[config.mk]
export PLATFORM = sky130hd
export DESIGN_NAME = station_addr_select
export DESIGN_NICKNAME = d
export VERILOG_FILES = /design/src/verilog/station_addr_pkg.sv /design/src/verilog/switch_sync_if.sv /design/src/verilog/switch_sync.sv /design/src/verilog/station_addr_select.sv
export SDC_FILE = /design/constraint.sdc
export NUM_CORES = 1
export LEC_CHECK = 0
export BUFFER_PORTS_ARGS = -buffer_cell sky130_fd_sc_hd__buf_4
export CAP_MARGIN = 20
export CORE_ASPECT_RATIO = 1.2
export CORE_MARGIN = 5
export CORE_UTILIZATION = 38
export DETAILED_ROUTE_END_ITERATION = 16
export PLACE_DENSITY = 0.71
export SETUP_SLACK_MARGIN = 0.02
export SYNTH_ARGS = -nofsm -noshare
export SYNTH_HDL_FRONTEND = slang
export SYNTH_SLANG_ARGS = --single-unit
[constraint.sdc]
create_clock -name ref_clk -period 2.3 [get_ports ref_clk]
set_clock_uncertainty 0.1 [all_clocks]
set_input_delay 0.46 -clock ref_clk [delete_from_list [all_inputs] [get_ports ref_clk]]
set_output_delay 0.46 -clock ref_clk [all_outputs]
set_load 0.05 [all_outputs]
[src/verilog/station_addr_pkg.sv]
// Constants, types and encodings shared by the station address block.
// Assumes a single 100 MHz clock domain with an active-low asynchronous reset.
package station_addr_pkg;

	// ----------------------------------------------------------------
	// Address range and defaults
	// ----------------------------------------------------------------
	localparam logic [6:0]  ADDR_MAX_VALID   = 7'h7D;
	localparam logic [6:0]  ADDR_FACTORY     = 7'h7E;
	localparam logic [15:0] RESET_CODE       = 16'h0A98;

	// ----------------------------------------------------------------
	// Identification selector encodings
	// ----------------------------------------------------------------
	localparam logic [7:0]  IDENT_PROFILE    = 8'h00;
	localparam logic [7:0]  IDENT_NEW_GEN    = 8'h01;
	localparam logic [7:0]  IDENT_AUTO       = 8'h7F;
	localparam logic [7:0]  IDENT_LEGACY     = 8'h80;
	localparam logic [7:0]  IDENT_RESET      = 8'h01;

	// ----------------------------------------------------------------
	// Timing
	// ----------------------------------------------------------------
	localparam int          CLK_HZ           = 100_000_000;
	localparam int          SETTLE_S         = 10;
	localparam longint      SETTLE_CYCLES    = longint'(SETTLE_S) * longint'(CLK_HZ);

	typedef enum logic [1:0] {
		ST_RUN,
		ST_SETTLE,
		ST_RESTART
	} addr_state_e;

endpackage : station_addr_pkg

[src/verilog/switch_sync_if.sv]
// Carrier between the switch synchroniser and the address selector.
// Assumes both ends share ref_clk.
`timescale 1ns/1ns
`default_nettype none
interface switch_sync_if;
	logic [7:0] level;
	logic       changed;
	modport src (output level, output changed);
	modport dst (input level, input changed);
endinterface : switch_sync_if
`default_nettype wire

[src/verilog/switch_sync.sv]
// Three-stage synchroniser for the eight DIP switch pins.
// Assumes the pins are asynchronous and slow compared to ref_clk.
`timescale 1ns/1ns
`default_nettype none
module switch_sync (
	input  wire logic   ref_clk,
	input  wire logic   rst_b,
	input  wire logic   [7:0] pins,
	switch_sync_if.src  sync
);
	logic [7:0] stage1;
	logic [7:0] stage2;
	logic [7:0] stage3;
	logic [7:0] level;

	always_ff @(posedge ref_clk or negedge rst_b) begin
		if (!rst_b) begin
			stage1 <= 8'h00;
			stage2 <= 8'h00;
			stage3 <= 8'h00;
		end else begin
			stage1 <= pins;
			stage2 <= stage1;
			stage3 <= stage2;
		end
	end

	// A bit changes only once the second and third stages agree
	genvar i;
	generate
		for (i = 0; i < 8; i++) begin : g_bit
			always_ff @(posedge ref_clk or negedge rst_b) begin
				if (!rst_b) begin
					level[i] <= 1'b0;
				end else if (stage2[i] == stage3[i]) begin
					level[i] <= stage3[i];
				end
			end
		end
	endgenerate

	assign sync.level   = level;
	assign sync.changed = (stage2 == stage3) && (stage3 != level);
endmodule : switch_sync
`default_nettype wire

[src/verilog/station_addr_select.sv]
// Station address selection and identification selector gate.
// Assumes switch pins are asynchronous; bus requests arrive on ref_clk.
//
// Function
// - Only addresses 0..125 are valid (code checks soft writes only; switches can give 126, 127)
// - Delivered with address 126, software source
// - Switch 8 off selects hardware address
// - Hardware address is weighted sum of switches
// - Apply switch change after 10 s, restart
// - Software mode reports stored address, accepts bus
// - Menu refuses 126; code 2712 restores 126
// - Ident write only when cyclic exchange absent
// - Generic profile sends primary value only
// - Ident codes 0, 1, 128, 127 auto
`timescale 1ns/1ns
`default_nettype none
module station_addr_select #(
	parameter longint SETTLE_COUNT = station_addr_pkg::SETTLE_CYCLES
) (
	input  wire logic       ref_clk,
	input  wire logic       rst_b,
	input  wire logic [7:0] dip_switches,
	input  wire logic       bus_set_addr,
	input  wire logic       bus_connected,
	input  wire logic       menu_set_addr,
	input  wire logic [6:0] new_addr,
	input  wire logic       reset_cmd,
	input  wire logic [15:0] reset_code,
	input  wire logic       ident_write,
	input  wire logic [7:0] ident_value,
	input  wire logic       cyclic_active,
	output var  logic [6:0] station_addr,
	output var  logic       address_source_switch,
	output var  logic       addr_set_ack,
	output var  logic       restart_pulse,
	output var  logic [7:0] ident_select,
	output var  logic       ident_write_ack,
	output var  logic       second_cyclic_value,
	output var  logic       third_cyclic_value,
	output var  logic       display_value_en
);
	import station_addr_pkg::*;

	// ----------------------------------------------------------------
	// Switch synchroniser
	// ----------------------------------------------------------------
	switch_sync_if sw ();

	switch_sync u_sync (
		.ref_clk (ref_clk),
		.rst_b   (rst_b),
		.pins    (dip_switches),
		.sync    (sw)
	);

	// ----------------------------------------------------------------
	// Settling timer and restart sequencing
	// ----------------------------------------------------------------
	addr_state_e state;
	logic [39:0] settle_cnt;
	logic        boot_done;
	logic [6:0]  stored_addr;

	always_ff @(posedge ref_clk or negedge rst_b) begin
		if (!rst_b) begin
			state      <= ST_RESTART;
			settle_cnt <= 40'h00_0000_0000;
		end else begin
			case (state)
				ST_RUN: begin
					// Any switch move restarts the settling wait
					if (sw.changed) begin
						state      <= ST_SETTLE;
						settle_cnt <= 40'h00_0000_0000;
					end
				end
				ST_SETTLE: begin
					if (sw.changed) begin
						settle_cnt <= 40'h00_0000_0000;
					end else if (settle_cnt >= 40'(SETTLE_COUNT - 1)) begin
						state <= ST_RESTART;
					end else begin
						settle_cnt <= settle_cnt + 40'h00_0000_0001;
					end
				end
				ST_RESTART: begin
					state <= ST_RUN;
				end
				default: begin
					state <= ST_RESTART;
				end
			endcase
		end
	end

	// The boot restart comes before the synchroniser holds real levels,
	// so it keeps the delivered source; the first settled change latches
	always_ff @(posedge ref_clk or negedge rst_b) begin
		if (!rst_b) begin
			boot_done <= 1'b0;
		end else if (state == ST_RESTART) begin
			boot_done <= 1'b1;
		end
	end

	always_ff @(posedge ref_clk or negedge rst_b) begin
		if (!rst_b) begin
			restart_pulse <= 1'b0;
		end else begin
			restart_pulse <= (state == ST_RESTART);
		end
	end

	// ----------------------------------------------------------------
	// Address source and address
	// ----------------------------------------------------------------
	always_ff @(posedge ref_clk or negedge rst_b) begin
		if (!rst_b) begin
			address_source_switch <= 1'b1;
		end else if (state == ST_RESTART && boot_done) begin
			address_source_switch <= sw.level[7];
		end
	end

	logic addr_ok;
	logic menu_ok;
	assign addr_ok = (new_addr <= ADDR_MAX_VALID);
	assign menu_ok = !menu_set_addr || (new_addr != ADDR_FACTORY);

	// Stored soft address survives restarts; only writes and the code change it
	always_ff @(posedge ref_clk or negedge rst_b) begin
		if (!rst_b) begin
			stored_addr <= ADDR_FACTORY;
		end else if (reset_cmd && reset_code == RESET_CODE) begin
			stored_addr <= ADDR_FACTORY;
		end else if ((bus_set_addr || menu_set_addr) && address_source_switch
			&& !bus_connected && addr_ok && menu_ok) begin
			stored_addr <= new_addr;
		end
	end

	always_ff @(posedge ref_clk or negedge rst_b) begin
		if (!rst_b) begin
			addr_set_ack <= 1'b0;
		end else begin
			addr_set_ack <= (bus_set_addr || menu_set_addr) && address_source_switch
				&& !bus_connected && addr_ok && menu_ok;
		end
	end

	always_ff @(posedge ref_clk or negedge rst_b) begin
		if (!rst_b) begin
			station_addr <= ADDR_FACTORY;
		end else if (state == ST_RESTART && boot_done && !sw.level[7]) begin
			station_addr <= sw.level[6:0];
		end else if (address_source_switch && !(state == ST_RESTART)) begin
			station_addr <= stored_addr;
		end else if (state == ST_RESTART && sw.level[7]) begin
			station_addr <= stored_addr;
		end
	end

	// ----------------------------------------------------------------
	// Identification selector
	// ----------------------------------------------------------------
	logic ident_legal;
	assign ident_legal = (ident_value == IDENT_PROFILE) || (ident_value == IDENT_NEW_GEN)
		|| (ident_value == IDENT_AUTO) || (ident_value == IDENT_LEGACY);

	always_ff @(posedge ref_clk or negedge rst_b) begin
		if (!rst_b) begin
			ident_select <= IDENT_RESET;
		end else if (ident_write && !cyclic_active && ident_legal) begin
			ident_select <= ident_value;
		end
	end

	always_ff @(posedge ref_clk or negedge rst_b) begin
		if (!rst_b) begin
			ident_write_ack <= 1'b0;
		end else begin
			ident_write_ack <= ident_write && !cyclic_active && ident_legal;
		end
	end

	// Generic profile carries the primary value alone
	always_ff @(posedge ref_clk or negedge rst_b) begin
		if (!rst_b) begin
			second_cyclic_value <= 1'b1;
			third_cyclic_value  <= 1'b1;
			display_value_en    <= 1'b1;
		end else begin
			second_cyclic_value <= (ident_select != IDENT_PROFILE);
			third_cyclic_value  <= (ident_select != IDENT_PROFILE);
			display_value_en    <= (ident_select != IDENT_PROFILE);
		end
	end
endmodule : station_addr_select
`default_nettype wire

==> metrics.txt, run 1 <==
I/O pin cnt 69; Slew HR 0.643; setup TNS -3820 ps; Net Sw Power ~1.4 mW; Max Freq between 300 and 400 MHz; Routability Congestion 0.841; top-area cell type share of the netlist area 0.484; Root Buffer clkbuf_16; # rows 43; grt total ovfl 0; Avg Inst Size Synth approximately 11 µm²; Worst setup EP type register; CTS tree yes; type of origin of the critical path register; nets just under 600; Synthesis Warnings 0; final worst slack -251 ps; P_leak between 2 and 3 nW; post-route antenna net violation count 0; dpl hpwl between 7 and 8 mm; worst min path class input pin to register; number of flops mapped to enable cells by yosys 0; CTS Buffer Depth 2; Area Growth Syn to Fin 33.0%; vias in the first global route around 3700; VDD IR max ~450 µV; Setup-failing EPs final 25; Overall Power 4.60 mW; Netlist cell types 48; required time of the critical path roughly 2500 ps; Pre-Repair DR Iteration Count 8; fin util 0.513; core area 11500 µm²; Critical Path AT 2720 ps; Die Y around 130 µm; Cells after DPL between 600 and 700; GRT Total Usage 0.157; htree depth 3; minimum clock period 2550 ps; via density per instance about 5.2; register bit count reported by yosys around 100; Syn Inst Count ~420; Buf/Inv on CP 1; Final Hold Vio Count 0; Initial DRC Count about 170; Clk pwr share 0.322; P_int ~3.2 mW; cell taking the most area after synthesis dfrtp_1; mapped cell area around 4400 µm²; Switching Share 0.294; failing checks setup timing; sequential area share after synthesis 0.579; Port Buf Inserts between 60 and 70; Reg power frac 0.477; RSZ-0062 raised after global routing yes; Primary FF master, synth dfrtp_1; Synth Net Count between 400 and 500; Routed WL just over 10 mm; dominant cell by count in the synthesized netlist dfrtp_1; # DRC 0; total number of vias approximately 3600; die footprint 14000 µm²; Initial Utilization 0.386; largest net degree at the start of global routing 45; Post-synth top cells 86 x dfrtp_1, 37 x o21ai_0, 31 x nand2_1; Pwr per Cell Area just under 800 nW/µm²; Worst path slowest cell or4_1; final critical-path share of the clock period 1.11; clk slew on worst S/H paths ~70 ps; Least-Margin Pin Slew ~530 ps; Max-cap violations 0; first-pass GRT wire length between 15 and 20 mm; CP cell instances or4_1, a41o_1, a211o_1, a211o_4, buf_4, or3_1, o21ai_1; WL/cell between 10 and 15 µm; outcome finished, violations left; Top delay family on crit path compound AO/OA/AOI/OAI gates; Final Max Tran Viols 0; # clock sinks about 100; initial antenna violation count 0; dpl ws -261 ps; Die Wd 109 µm; fraction of registers with async set/reset 1.00; largest cells by area after synthesis dfrtp_1 48%, dfstp_2 9.5%, o21ai_0 4.2%, nand2_1 2.6%, nor3_1 2.4%; CTS buffer count 9; fraction of layout cells with a size suffix above 1 0.317; Finished Layout Cells 696; crit path kind register to register; Crit Path Max Fanout 8; Crit path largest cell delay roughly 500 ps; Logic pwr share 0.201; antenna cells 0; Skew-Pair Late Insertion Delay about 340 ps
routing by layer:
| metal | routed length (µm) | vias to the layer above | global-route usage |
|---|---|---|---|
| met3 | 438 | 19 | 0.0296 |
| met2 | 5180 | 115 | 0.262 |
| met1 | 4550 | 1763 | 0.199 |
| li1 | - | 1735 | - |
| met4 | 212 | 0 | 0.0698 |
| met5 | 0 | - | 0 |
stage by stage:
stage          hold WS, ps  instance area [µm²]
6_report               118                 5910
5_1_grt               98.1                 5910
4_1_cts                103                 5810
3_5_place_dp           235                 5470
3_3_place_gp           233                 5470
2_1_floorplan         64.4                 4470
path summary, 6_finish.rpt:
path                                        from                to  slack [ps]  cells after the start
worst max-delay path              settle_cnt[12]    settle_cnt[12]        -250                      7
worst min-delay path             dip_switches[2]  u_sync.stage1[2]         120                      1
worst max register to register    settle_cnt[12]    settle_cnt[12]        -250                      7
worst min register to register  u_sync.stage1[4]  u_sync.stage2[4]         250                      0
max in group asynchronous                  rst_b   station_addr[5]         860                      3
min in group asynchronous                  rst_b  u_sync.stage1[1]         520                      2
what timing repair did:
item,CTS,global route
setup endpoints to repair,26,36
resized for setup,5,17
setup buffers,2,2
endpoints found under the hold margin,35,0
hold buffers,1,0
pin swaps,2,2
final cells by class:
cell class                      count  area (µm²)
Tap cell                          157         196
Sequential cell                   102        2570
Clock inverter                      6        53.8
Multi-Input combinational cell    275        1830
Timing Repair Buffer              119         921
Clock buffer                       10         239
Fill cell                        1029        5600
Inverter                           27         101
layout by cell type, fill, tap and decap left out, types with 11 or more instances in the layout:
cell type  instances
buf_4            112
dfrtp_1           86
o21ai_0           32
nand2_1           31
inv_1             27
nor3_1            21
nor2_1            18
o21ai_1           16
dfstp_2           16
nand3_1           12
and2_1            12
a21oi_1           11
power by group through the flow:
| stage | sequential (mW) | clock, mW | combinational, mW |
|---|---|---|---|
| after floorplan | 2.42 | 0 | 0.291 |
| after global placement | 2.21 | 0 | 0.859 |
| after detailed placement | 2.23 | 0 | 0.890 |
| after CTS | 2.20 | 1.52 | 0.893 |
| after global routing | 2.22 | 1.60 | 1.03 |
| final | 2.19 | 1.48 | 0.924 |
sequential cells by signal (all words and copies together), names as in the netlist:
| name | count |
|---|---|
| boot_done | 1 |
| u_sync.stage1 | 8 |
| station_addr | 7 |
| state | 2 |
| stored_addr | 7 |
| u_sync.stage2 | 8 |
| restart_pulse | 1 |
| ident_select | 8 |
| addr_set_ack | 1 |
| u_sync.stage3 | 8 |
| u_sync.sync.level | 8 |
| address_source_switch | 1 |
| display_value_en | 1 |
| ident_write_ack | 1 |
| settle_cnt | 40 |
logic make-up (layout without fill, tap and decap cells):
logic type,Yosys count,after routing,share of synthesized area
AOI/OAI and AO/OA,93,93,0.129
muxes,11,11,0.0259
adders and majority gates,9,9,0.0208
and+or+nand+nor,146,146,0.175
buffers and inverters,40,162,0.0389
DFF,102,102,0.579
xor gates and xnor gates,16,16,0.0315
Note: power is estimated with default switching activity, not from simulation.
==> run 2: changes to the inputs <==
- RECOVER_POWER: unset -> 100
==> run 2 against run 1 <==
Compared with the run above:
- the flow still finishes with violations (setup timing)
- first-iteration DRC count is 6.0% lower
- combinational power is 6.8% lower
- non-clock buffer count stayed put
- sequential power hardly changed
- worst setup slack better by 0.67 ps
- total power is 1.4% lower
- largest cell class unchanged
- highest routed layer unchanged
==> metrics.txt, run 2 (synthesis gave the netlist of run 1 again) <==
antenna cells 0; Routability Congestion 0.841; CTS Buffer Depth 2; Critical Path AT 2720 ps; r2r startpoint settle_cnt[12]; largest net degree at the start of global routing 45; WL/cell between 10 and 15 µm; Root Buffer clkbuf_16; dpl hpwl ~7.5 mm; P_leak around 2.5 nW; vias in the first global route between 3000 and 4000; met3 WL 459 µm; most flop-heavy register settle_cnt; initial antenna violation count 0; most common cell after layout, fill and taps aside dfrtp_1; Crit path largest cell delay approximately 510 ps; # DRC 0; first-pass GRT wire length ~18 mm; Slew HR 0.377; htree depth 3; Fill cells ~1100; crit path kind register to register; max reg flops 40; grt total ovfl 0; Final Hold Vio Count 0; Final Max Tran Viols 0; VDD IR max 449 µV; GRT Total Usage 0.157; failing checks setup timing; minimum clock period around 2600 ps; CP Launch Point settle_cnt[12]; via density per instance 5.19; Pwr per Cell Area roughly 790 nW/µm²; final hold slack ~140 ps; CP cell instances or4_1, a41o_1, a211o_1, a211o_4, buf_4, or3_1, o21ai_1; Initial Utilization 0.386; CTS tree yes; Switching Share 0.298; M1 WL between 4 and 5 mm; post-route antenna net violation count 0; top layer in use met4; CTS buffer count 9; fin util 0.501; Worst path slowest cell or4_1; Port Buf Inserts slightly below 70; Skew-Pair Late Insertion Delay approximately 340 ps; Max-cap violations 0; commonest cells after routing, fill and taps aside 86 x dfrtp_1, 69 x buf_4, 32 x o21ai_0, 32 x clkbuf_1, 31 x nand2_1; required time of the critical path around 2500 ps; Worst setup EP type register; outcome finished, violations left; type of origin of the critical path register; # clock sinks 102; clk slew on worst S/H paths 70 ps; P_int between 3 and 4 mW; RSZ-0062 raised after global routing yes; Pre-Repair DR Iteration Count 7; # rows 43; worst min path class input pin to register; Crit Path Max Fanout 8; nets between 500 and 600; Max Freq between 300 and 400 MHz; fraction of layout cells with a size suffix above 1 0.254; Overall Power 4.54 mW; Setup-failing EPs final 26; total number of vias between 3000 and 4000; final worst slack -250 ps; Buf/Inv on CP 1; placed cell areas 5470 µm²; Routed WL ~10 mm; I/O pin cnt between 60 and 70; Cells after DPL ~680; Area Growth Syn to Fin 29.9%; dpl ws -261 ps; Clk pwr share 0.327; Finished Layout Cells between 600 and 700; Initial DRC Count roughly 160; met2 WL post-DR around 5.2 mm; Top delay family on crit path compound AO/OA/AOI/OAI gates; Least-Margin Pin Slew 934 ps; final critical-path share of the clock period 1.11; die footprint 14000 µm²; Logic pwr share 0.190; core area 11500 µm²; Min-Delay Startpoint dip_switches[2]; Final Instance Area slightly below 6000 µm²; Reg power frac 0.483; Die Y between 100 and 150 µm; setup TNS -3830 ps; Die Wd about 110 µm; Net Sw Power between 1 and 1.5 mW
## run 2: cell type report
| type | instances | area (µm²) | share of cell area |
|---|---|---|---|
| Sequential cell | 102 | 2570 | 0.446 |
| Multi-Input combinational cell | 275 | 1830 | 0.316 |
| Timing Repair Buffer | 119 | 783 | 0.136 |
| Clock buffer | 10 | 239 | 0.0414 |
| Tap cell | 157 | 196 | 0.0340 |
| Inverter | 27 | 101 | 0.0176 |
| Clock inverter | 6 | 53.8 | 0.00932 |
## run 2: worst paths after layout
check | cells after the start | slack [ps] | to
max | 7 | -250 | settle_cnt[12]
min in group asynchronous | 2 | 690 | u_sync.stage1[1]
max reg2reg | 7 | -250 | settle_cnt[12]
max in group asynchronous | 3 | 310 | settle_cnt[19]
min | 1 | 140 | u_sync.stage1[2]
min reg2reg | 0 | 250 | u_sync.stage2[4]
## run 2: worst register-to-register path: cells and delay by family (launching register included)
kind            cells  cell delay (ps)
buf+inv             1              190
compound gates      4              990
simple gates        2              810
flops               1              380
## run 2: layer usage
layer	track usage	vias up
li1	-	1731
met1	0.199	1756
met2	0.262	111
met3	0.0296	17
met4	0.0698	0
met5	0	-
## run 2: power groups by stage
stage	Clock [mW]	Combinational (mW)	Sequential [mW]
2_1_floorplan	0	0.291	2.42
3_3_place_gp	0	0.859	2.21
3_5_place_dp	0	0.890	2.23
4_1_cts	1.52	0.893	2.20
5_1_grt	1.60	0.964	2.22
6_report	1.48	0.861	2.19
## run 2: repair_timing
item / 4_1_cts / 5_1_grt
gates resized for setup: 5 / 17
hold buffers: 1 / 0
endpoints found under the setup margin: 26 / 36
buffers inserted: 2 / 2
hold endpoints to repair: 35 / 0
pin swaps: 2 / 2
cloned: 0 / 0
